`config.mk`:
```
export PLATFORM = sky130hd
export DESIGN_NAME = scp_regs
export DESIGN_NICKNAME = d
export VERILOG_FILES = /design/src/rtl/scp_pkg.sv /design/src/rtl/scp_regs.sv
export VERILOG_INCLUDE_DIRS = /design/src /design/src/rtl
export SDC_FILE = /design/constraint.sdc
export NUM_CORES = 1
export LEC_CHECK = 0
export BUFFER_PORTS_ARGS = -buffer_cell sky130_fd_sc_hd__buf_4
export CORE_UTILIZATION = 56
export DETAILED_ROUTE_END_ITERATION = 6
export GPL_TIMING_DRIVEN = 0
export MAX_ROUTING_LAYER = met4
export PLACE_DENSITY = 0.76
export SLEW_MARGIN = 10
export SYNTH_ARGS = -nofsm -noshare
export SYNTH_HDL_FRONTEND = slang
export SYNTH_SLANG_ARGS = --single-unit
```
`constraint.sdc`:
```
create_clock -name clock -period 3.6 [get_ports clock]
set_input_delay 0.72 -clock clock [delete_from_list [all_inputs] [get_ports clock]]
set_output_delay 0.72 -clock clock [all_outputs]
set_load 0.005 [all_outputs]
```
`src/rtl/scp_defs.svh`:
```
// Offsets, field positions, reset values and timing counts of the port.
// Assumes inclusion by bare name from the port module; the package does not include it.
// Operation
// - Configuration writes apply at once, no update.
// - Long instruction bit resets to one.
// - Soft reset restores all registers but configuration.
// - Soft reset bit stays until host clears.
// - LSB first shifts low bit first, address increments.
// - Reset order MSB first, address decrements.
// - Output disable tristates serial out, drives data pin.
// - Output disable clear drives serial out pin.
// - Update bit transfers buffered values, self clears.
`ifndef SCP_DEFS_SVH
`define SCP_DEFS_SVH
// ------------------------------------------------------------
// Register offsets
// ------------------------------------------------------------
`define SCP_ADDR_CFG    13'h0000
`define SCP_ADDR_ACNT   13'h0004
`define SCP_ADDR_UPDATE 13'h005A
// ------------------------------------------------------------
// Configuration fields, position within cfg[7:4]; update bit, position within its byte
// ------------------------------------------------------------
`define SCP_CFG_LONG    0
`define SCP_CFG_SRST    1
`define SCP_CFG_LSB     2
`define SCP_CFG_OUTDIS  3
`define SCP_UPD_BIT     0
// ------------------------------------------------------------
// Reset values and counts
// ------------------------------------------------------------
`define SCP_CFG_RST     4'h1
`define SCP_ACNT_RST    8'h00
`define SCP_INSTR_LAST  4'hF
`define SCP_BYTE_LAST   4'h7
`endif

```
`src/rtl/scp_pkg.sv`:
```
// Types shared by the serial control port.
// Assumes scp_defs.svh holds all numeric constants.
package scp_pkg;
	// Gray along idle, instruction, data, wait
	typedef enum logic [1:0] {
		SCP_IDLE  = 2'b00,
		SCP_INSTR = 2'b01,
		SCP_DATA  = 2'b11,
		SCP_WAIT  = 2'b10
	} scp_state_t;
endpackage

```
`src/rtl/scp_regs.sv`:
```
// Serial control port with configuration and A counter registers.
// Assumes serial pins are asynchronous; sclk halves span 3+ clocks.
`timescale 1ns/1ps
`default_nettype none
`include "scp_defs.svh"

module scp_regs #(
	parameter int A_W = 6
) (
	input  wire logic           clock,
	input  wire logic           rst_n,
	input  wire logic           serial_clk,
	input  wire logic           chip_sel_n,
	input  wire logic           serial_data_in,
	output logic                serial_data_out,
	output logic                serial_data_oe,
	output logic                serial_out_pin,
	output logic                serial_out_oe,
	output logic [A_W-1:0]      a_count
);
	import scp_pkg::*;

	// ------------------------------------------------------------
	// Parameter check
	// ------------------------------------------------------------
	if (A_W < 1 || A_W > 8) begin : g_bad_width
		$error("A_W must lie in 1..8");
	end

	// ------------------------------------------------------------
	// State
	// ------------------------------------------------------------
	typedef struct packed {
		logic             sclk_s1;
		logic             sclk_s2;
		logic             sclk_d;
		logic             csb_s1;
		logic             csb_s2;
		logic             dat_s1;
		logic             dat_s2;
		scp_state_t       state;
		logic [3:0]       bit_cnt;
		logic [15:0]      shreg;
		logic             is_read;
		logic             stream;
		logic [1:0]       left;
		logic [12:0]      addr;
		logic [7:0]       rd_byte;
		logic [3:0]       cfg;
		logic [A_W-1:0]   a_buf;
		logic [A_W-1:0]   a_act;
		logic             sdo_q;
		logic             sdo_en;
		logic             sdio_q;
		logic             sdio_en;
	} scp_regs_state_t;

	scp_regs_state_t st;
	scp_regs_state_t next_st;
	logic            wr_en;
	logic [12:0]     wr_addr;
	logic [7:0]      wr_data;
	logic            rise;
	logic            fall;
	logic            lsb;
	logic [15:0]     sh;
	logic [15:0]     ins;
	logic [12:0]     step_addr;
	logic            out_bit;

	// Unmapped addresses and bits read zero
	function automatic logic [7:0] rd_mux(input logic [12:0] a,
			input logic [3:0] c, input logic [A_W-1:0] v);
		logic [7:0] r;
		r = 8'h00;
		if (a == `SCP_ADDR_CFG)
			r = {c, 4'h0};
		else if (a == `SCP_ADDR_ACNT)
			r = 8'(v);
		return r;
	endfunction

	assign rise = st.sclk_s2 & ~st.sclk_d;
	assign fall = ~st.sclk_s2 & st.sclk_d;
	assign lsb  = st.cfg[`SCP_CFG_LSB];

	// ------------------------------------------------------------
	// Next state
	// ------------------------------------------------------------
	always_comb begin
		next_st = st;
		wr_en   = 1'b0;
		wr_addr = st.addr;
		wr_data = 8'h00;
		next_st.sclk_s1 = serial_clk;
		next_st.sclk_s2 = st.sclk_s1;
		next_st.sclk_d  = st.sclk_s2;
		next_st.csb_s1  = chip_sel_n;
		next_st.csb_s2  = st.csb_s1;
		next_st.dat_s1  = serial_data_in;
		next_st.dat_s2  = st.dat_s1;
		// Same shifter serves instruction and data
		if (lsb)
			sh = {st.dat_s2, st.shreg[15:1]};
		else
			sh = {st.shreg[14:0], st.dat_s2};
		ins = sh;
		// Address walks up for LSB first, down otherwise
		if (lsb)
			step_addr = st.addr + 13'h0001;
		else
			step_addr = st.addr - 13'h0001;
		if (lsb)
			out_bit = st.rd_byte[st.bit_cnt[2:0]];
		else
			out_bit = st.rd_byte[3'h7 - st.bit_cnt[2:0]];
		if (st.csb_s2) begin
			next_st.state   = SCP_IDLE;
			next_st.bit_cnt = 4'h0;
			next_st.sdo_en  = 1'b0;
			next_st.sdio_en = 1'b0;
		end else begin
			case (st.state)
				SCP_IDLE: begin
					next_st.state   = SCP_INSTR;
					next_st.bit_cnt = 4'h0;
				end
				SCP_INSTR: begin
					if (rise) begin
						next_st.shreg   = sh;
						next_st.bit_cnt = 4'(st.bit_cnt + 4'h1);
						// Only the 16-bit instruction is decoded
						if (st.bit_cnt == `SCP_INSTR_LAST) begin
							next_st.is_read = ins[15];
							next_st.left    = ins[14:13];
							next_st.stream  = &ins[14:13];
							next_st.addr    = ins[12:0];
							next_st.rd_byte = rd_mux(ins[12:0], st.cfg,
								st.a_act);
							next_st.bit_cnt = 4'h0;
							next_st.state   = SCP_DATA;
						end
					end
				end
				SCP_DATA: begin
					if (fall && st.is_read) begin
						// Pin choice follows output disable
						next_st.sdo_q   = out_bit;
						next_st.sdio_q  = out_bit;
						next_st.sdo_en  = ~st.cfg[`SCP_CFG_OUTDIS];
						next_st.sdio_en = st.cfg[`SCP_CFG_OUTDIS];
					end
					if (rise) begin
						next_st.shreg   = sh;
						next_st.bit_cnt = 4'(st.bit_cnt + 4'h1);
						if (st.bit_cnt == `SCP_BYTE_LAST) begin
							wr_en   = ~st.is_read;
							wr_data = lsb ? sh[15:8] : sh[7:0];
							next_st.bit_cnt = 4'h0;
							next_st.addr    = step_addr;
							next_st.rd_byte = rd_mux(step_addr, st.cfg,
								st.a_act);
							if (!st.stream) begin
								next_st.left = 2'(st.left - 2'h1);
								if (st.left == 2'h0)
									next_st.state = SCP_WAIT;
							end
						end
					end
				end
				SCP_WAIT: begin
					// Hold last read bit through its falling edge
					if (fall) begin
						next_st.sdo_en  = 1'b0;
						next_st.sdio_en = 1'b0;
					end
				end
				default: begin
					next_st.state = SCP_IDLE;
				end
			endcase
		end
		if (wr_en) begin
			case (wr_addr)
				`SCP_ADDR_CFG: begin
					// Immediate, no transfer needed
					next_st.cfg = wr_data[7:4];
				end
				`SCP_ADDR_ACNT: begin
					next_st.a_buf = wr_data[A_W-1:0];
				end
				`SCP_ADDR_UPDATE: begin
					// Bit is never stored, so it reads back zero
					if (wr_data[`SCP_UPD_BIT])
						next_st.a_act = st.a_buf;
				end
				default: begin
					next_st.cfg = st.cfg; // Ignored
				end
			endcase
		end
		// Soft reset spares cfg, holds while bit set
		if (st.cfg[`SCP_CFG_SRST]) begin
			next_st.a_buf = A_W'(`SCP_ACNT_RST);
			next_st.a_act = A_W'(`SCP_ACNT_RST);
		end
	end

	// ------------------------------------------------------------
	// Registers
	// ------------------------------------------------------------
	always_ff @(posedge clock or negedge rst_n) begin
		if (!rst_n) begin
			st         <= '0;
			st.sclk_s1 <= 1'b0;
			st.csb_s1  <= 1'b1;
			st.csb_s2  <= 1'b1;
			st.state   <= SCP_IDLE;
			st.cfg     <= `SCP_CFG_RST;
			st.a_buf   <= A_W'(`SCP_ACNT_RST);
			st.a_act   <= A_W'(`SCP_ACNT_RST);
		end else begin
			st <= next_st;
		end
	end

	assign serial_out_pin  = st.sdo_q;
	assign serial_out_oe   = st.sdo_en;
	assign serial_data_out = st.sdio_q;
	assign serial_data_oe  = st.sdio_en;
	assign a_count         = st.a_act;
endmodule // scp_regs
`default_nettype wire

```
==> results of run 1 <==
kinds of logic after synthesis:
family,Yosys count,share of synthesized area [%]
buf+inv,44,4.39
mux,43,11.4
flops,73,41.5
xor+xnor,6,1.19
fa+ha+maj,15,4.42
compound gates,131,19.0
simple gates,156,18.2
layer usage:
metal | GRT usage [%] | vias up | routed length [um]
li1 | - | 1768 | -
met1 | 37.6 | 1829 | 4790
met2 | 41.0 | 126 | 4890
met3 | 6.23 | 27 | 644
met4 | 11.8 | 0 | 263
met5 | - | - | 0
final cells by class:
class	count	area (um^2)
fill	630	2800
multi-input combinational	351	2440
sequential	73	1830
clock buffer	13	149
buffer	28	144
tap	102	128
timing repair buffer	16	120
inverter	15	60.1
clock inverter	3	17.5
cell usage in the layout, fill, tap and decap left out, types with 7 or more instances in the layout:
master,count
dfrtp_1,70
mux2_2,9
mux2i_1,29
inv_1,13
buf_4,23
or3_1,7
nor2b_1,9
clkbuf_1,21
nor2_1,52
a21oi_1,56
o21ai_0,23
nand3_1,9
nand2_1,35
clkbuf_8,10
ha_1,14
how the worst max path moves through the flow:
stage / cells after the start / from / endpoint
2_1_floorplan: 12 / lsb / st[20]
3_3_place_gp: 12 / lsb / st[24]
3_5_place_dp: 12 / lsb / st[24]
4_1_cts: 12 / lsb / st[24]
5_1_grt: 12 / lsb / st[26]
6_report: 12 / lsb / st[27]
cells in the mapped netlist (3+ instances only):
| cell type | instances |
|---|---|
| dfrtp_1 | 70 |
| a21oi_1 | 58 |
| nor2_1 | 52 |
| nand2_1 | 35 |
| mux2i_1 | 29 |
| o21ai_0 | 24 |
| clkbuf_1 | 18 |
| ha_1 | 14 |
| inv_1 | 14 |
| mux2_2 | 9 |
| nand3_1 | 9 |
| nor2b_1 | 9 |
| buf_4 | 7 |
| nor3_1 | 7 |
| or3_1 | 7 |
| and3_1 | 6 |
| nor4_1 | 6 |
| mux4_2 | 5 |
| o31ai_1 | 5 |
| xor2_1 | 5 |
| a21o_1 | 4 |
| a31oi_1 | 4 |
| nand4_1 | 4 |
| o22ai_1 | 4 |
| a21boi_0 | 3 |
| a22oi_1 | 3 |
| dfstp_2 | 3 |
| nand2b_1 | 3 |
| o21a_1 | 3 |
| o221ai_1 | 3 |
where the power goes:
| group | total [mW] | internal (mW) | switching [mW] |
|---|---|---|---|
| Sequential | 0.999 | 0.902 | 0.0966 |
| Clock | 0.566 | 0.268 | 0.299 |
| Combinational | 0.467 | 0.182 | 0.285 |
per-stage QoR:
stage / TNS (ps) / total power, mW / setup slack [ps] / instances / util [%]
4_1_cts: 0 / 2.01 / 14.3 / 601 / 62.9
2_1_floorplan: 0 / 1.30 / 95.0 / 468 / -
6_report: 0 / 2.03 / 100 / 601 / 63.5
3_5_place_dp: -4800 / 1.45 / -650 / 584 / 60.5
3_3_place_gp: -4500 / 1.44 / -627 / 584 / 60.5
5_1_grt: 0 / 2.13 / 4.56 / 601 / 63.5
state kept, by name, indices dropped and copies added, names as in the netlist:
signal           flops
st                  46
wr_addr             13
a_count              6
next_st              4
lsb                  1
serial_data_oe       1
serial_data_out      1
serial_out_oe        1
worst max-delay path, delay by kind of cell, from the launching register on:
kind	cells	cell delay (ps)
AO/OA/AOI/OAI	4	1130
AND/OR/NAND/NOR	3	800
flip-flops	1	360
buffers and inverters	4	750
adder cells (fa/ha/maj)	1	370
timing repair:
item	CTS	global route
pin swaps	0	2
resized for setup	3	11
setup endpoints to repair	14	8
setup buffers	2	0
==> flow_summary.json, run 1 <==
{
  "r2r.worst_path.cells": 12,
  "core_area_um2": 7690,
  "cp-start-kind": "flip-flop",
  "yosys_warnings": 0,
  "worst_slew_pin_slew_ps": 927,
  "syn2layout_area_growth_pct": 10.6,
  "die_height_um": 90.8,
  "die_w_um": 90.8,
  "initial_core_util_pct": 57.4,
  "vias": 3750,
  "min_period_ps": 3500,
  "grt_pass1_wl_um": 17500,
  "ys_top_cells_by_area": "dfrtp_1, a21oi_1, mux2i_1, nor2_1, ha_1",
  "whs_path_depth": 0,
  "ir_drop_mv": 0.307,
  "grt-ovfl-total": 0,
  "power_density_nw_per_um2": 416,
  "cap_viol_max_count": 0,
  "regToRegSetupSlack_ps": 100,
  "path_clk_slew_ps": 80,
  "detail-route-antenna-nets": 0,
  "slowest_stage": "or4_1",
  "synth_seq_cells": 73,
  "numCtsBuffers": 9,
  "holdBufCountCts": 0,
  "slew_viol_final": 0,
  "stdcell_area_um2": 4880,
  "drt_drc_violations_left": 1,
  "hold_path_end": "st[67]",
  "fmaxAchievable_ghz": 0.286,
  "cp_cell_sequence": "buf_2 -> buf_8 -> clkinvlp_4 -> buf_4 -> ha_1 -> a211oi_2 -> nor2_1 -> or4_1 -> o32a_2 -> a2111oi_4 -> nand4_1 -> a21oi_1",
  "io_pins": 15,
  "path_max_fanout": 19,
  "status": "finished, violations left",
  "end_kind": "flip-flop",
  "synth_area_per_cell_um2": 9.43,
  "violations": "DRC",
  "avgRoutedWirePerCell_um": 17.6,
  "syn_nets": 488,
  "max_stage_delay_ps": 460,
  "grt_pass1_vias": 3592,
  "ys_async_sr_fraction_pct": 100,
  "gp_congestion": 0.955,
  "wl_um": 10600,
  "antenna_found_initial": 0,
  "min-delay-start": "next_st[67]",
  "relSlewSlack_pct": 38.2,
  "drt_iter0_markers": 354,
  "setup.worst_path.class": "reg -> reg",
  "hp-class": "reg -> reg",
  "clk_path_buf_depth": 2,
  "grtUsageTotal_pct": 28.0,
  "die_area_um2": 8240,
  "cp.arrival_ps": 3770,
  "portBuffers": 14,
  "r2r-end": "st[27]",
  "synth.distinct_cells": 63,
  "rows": 32,
  "fin_worst_skew_ps": 11.4,
  "hold_violations": 0,
  "p_leak_nw": 2.09,
  "critPathRequiredTime_ps": 3870,
  "ys_dominant_reg_cell": "dfrtp_1",
  "synth_cells": 468,
  "r2r-start": "lsb",
  "layout-drive-gt1-share_pct": 14.2,
  "rsz0062_at_grt": "false",
  "synth_top_area_share_pct": 39.7,
  "ys_seq_area_share_pct": 41.5,
  "synth_top_cell_by_area": "dfrtp_1",
  "cts.sinks": 73,
  "dr.pass1.iters": 7,
  "setup_viol": 0,
  "synth.cell_area_um2": 4420,
  "placed_area_um2": 4650,
  "nets": 514,
  "whs_ps": 349,
  "clk_root_buffer_cell": "clkbuf_8",
  "clk_latency_ps": 360,
  "viasPerCell": 6.24,
  "grt_max_degree": 74,
  "place_hpwl_um": 7750,
  "fin_crit_sh_pct": 97.2,
  "cts_tree": "yes",
  "num_antenna_cells": 0,
  "synth_edf_count": 0,
  "htree_levels": 3
}
(Power assumes the default switching activity.)
==> run 2, diff against run 1 <==
--- a/config.mk
+++ b/config.mk
@@ -7,11 +7,11 @@
 export NUM_CORES = 1
 export LEC_CHECK = 0
 export BUFFER_PORTS_ARGS = -buffer_cell sky130_fd_sc_hd__buf_4
-export CORE_UTILIZATION = 56
+export CORE_UTILIZATION = 65
 export DETAILED_ROUTE_END_ITERATION = 6
 export GPL_TIMING_DRIVEN = 0
 export MAX_ROUTING_LAYER = met4
-export PLACE_DENSITY = 0.76
+export PLACE_DENSITY = 0.83
 export SLEW_MARGIN = 10
 export SYNTH_ARGS = -nofsm -noshare
 export SYNTH_HDL_FRONTEND = slang
==> constraint.sdc (replaced) <==
create_clock -name clock -period 4.4 [get_ports clock]
set_input_delay 0.88 -clock clock [delete_from_list [all_inputs] [get_ports clock]]
set_output_delay 0.88 -clock clock [all_outputs]
set_load 0.005 [all_outputs]
==> flow_summary.json, run 2 (same netlist as run 1, synthesis figures left out) <==
{
  "setup_tns_ps": 0,
  "cts.sinks": 73,
  "cp.arrival_ps": 4220,
  "critical_path.top_delay_family": "compound AO/OA/AOI/OAI gates",
  "setup_viol": 0,
  "switching_share_pct": 34.8,
  "multi_input_area_um2": 2390,
  "die_area_um2": 7130,
  "grt_max_degree": 74,
  "gp_congestion": 0.918,
  "slew_viol_final": 0,
  "cp-start-kind": "flip-flop",
  "grt-ovfl-total": 0,
  "die_height_um": 84.4,
  "wl_um": 10500,
  "relSlewSlack_pct": 37.8,
  "layout_common_cells": "dfrtp_1, a21oi_1, nor2_1",
  "portBuffers": 14,
  "power_switching_mw": 0.580,
  "power_density_nw_per_um2": 349,
  "cap_viol_max_count": 0,
  "cts_tree": "yes",
  "num_antenna_cells": 0,
  "hold_violations": 0,
  "core_area_um2": 6460,
  "setup.worst_path.class": "reg -> reg",
  "power_mw": 1.67,
  "place_hpwl_um": 7610,
  "holdBufCountCts": 0,
  "htree_levels": 3,
  "initial_core_util_pct": 68.4,
  "placed_area_um2": 4620,
  "clk_path_buf_depth": 2,
  "cp_num_buf_inv": 3,
  "viasPerCell": 6.67,
  "largest_reg_flops": 46,
  "path_max_fanout": 19,
  "violations": "DRC",
  "drt_drc_violations_left": 2,
  "io_pins": 15,
  "p_leak_nw": 2.06,
  "fin_crit_sh_pct": 89.4,
  "path_clk_slew_ps": 80,
  "hp-class": "reg -> reg",
  "clk_root_buffer_cell": "clkbuf_8",
  "status": "finished, violations left",
  "vias": 3826,
  "fill_cells": 478,
  "grt_pass1_wl_um": 17300,
  "die_w_um": 84.4,
  "min_period_ps": 3930,
  "p_int_mw": 1.09,
  "setup_slack_ps": 465,
  "post_cts_buffers": 0,
  "ir_drop_mv": 0.336,
  "max_stage_delay_ps": 520,
  "pwr-share-comb_pct": 22.4,
  "worst_slew_pin_slew_ps": 933,
  "cpMostUsedCell": "buf_2",
  "slowest_stage": "a2111oi_0",
  "avgRoutedWirePerCell_um": 18.3,
  "nets": 512,
  "final_common_cell": "dfrtp_1",
  "end_kind": "flip-flop",
  "dr.pass1.iters": 7,
  "stdcell_area_um2": 4780,
  "fin_worst_skew_ps": 7.95,
  "clk_latency_ps": 360,
  "seq_area_um2": 1830,
  "fin_cells": 574,
  "grtUsageTotal_pct": 32.5,
  "fmaxAchievable_ghz": 0.254,
  "p_clk_share_pct": 28.5,
  "grt_pass1_vias": 3431,
  "numCtsBuffers": 9,
  "rsz0062_at_grt": "false",
  "detail-route-antenna-nets": 0,
  "top_register": "st",
  "pre_cts_slack_ps": 134,
  "cp_cell_sequence": "buf_2 -> buf_2 -> inv_1 -> ha_1 -> nor2b_1 -> o2111ai_1 -> a21oi_1 -> o221ai_1 -> a2111oi_0 -> nand4bb_1 -> o21ai_1",
  "rows": 29,
  "drt_iter0_markers": 374,
  "dp_cells": 559,
  "critPathRequiredTime_ps": 4680,
  "ctsResizeCount": 0,
  "seqPwrFrac_pct": 49.1,
  "syn2layout_area_growth_pct": 8.33,
  "layout-drive-gt1-share_pct": 12.7,
  "antenna_found_initial": 0
}
run 2: area by class of cell:
class | count | share of cell area [%]
Multi-Input combinational cell | 351 | 50.0
Sequential cell | 73 | 38.3
Buffer | 28 | 2.80
Clock buffer | 10 | 2.67
Timing Repair Buffer | 14 | 2.20
Tap cell | 77 | 2.01
Inverter | 15 | 1.18
Clock inverter | 6 | 0.889
run 2: path summary, 6_finish.rpt:
check                             from           to  slack [ps]  depth (start not counted)
setup / recovery                   lsb       st[24]         470                         11
hold / removal             next_st[72]  next_st[71]         350                          0
setup reg to reg                   lsb       st[24]         470                         11
hold reg to reg            next_st[72]  next_st[71]         350                          0
max in group asynchronous        rst_n  next_st[71]        3140                          1
min in group asynchronous        rst_n   wr_addr[8]         660                          1
run 2: worst reg2reg max path, cell delays in order (launching register included):
cell and delay [ps]:
dfrtp_1 380, buf_2 230, buf_2 420, inv_1 360
ha_1 500, nor2b_1 270, o2111ai_1 250, a21oi_1 260
o221ai_1 250, a2111oi_0 520, nand4bb_1 240, o21ai_1 190
run 2: power by group through the flow:
stage	clock network, mW	logic, mW	registers, mW
global placement	0	0.350	0.825
detailed placement	0	0.359	0.827
global route	0.508	0.412	0.824
finish	0.476	0.373	0.819
floorplan	0	0.265	0.803
CTS	0.481	0.363	0.815
run 2: through the flow:
step	utilization, %	hold WS (ps)
global placement	71.5	333
CTS	74.1	356
global route	74.1	358
finish	74.1	354
floorplan	-	331
detailed placement	71.5	337
run 2: per-layer routing:
metal | routed length, um | GRT usage, % | part of all wire (%) | vias to the layer above
met1 | 4640 | 45.4 | 44 | 1866
met5 | 0 | - | 0 | -
met4 | 208 | 12.9 | 2.0 | 0
li1 | - | - | - | 1756
met2 | 4800 | 47.4 | 46 | 184
met3 | 838 | 6.19 | 8.0 | 20
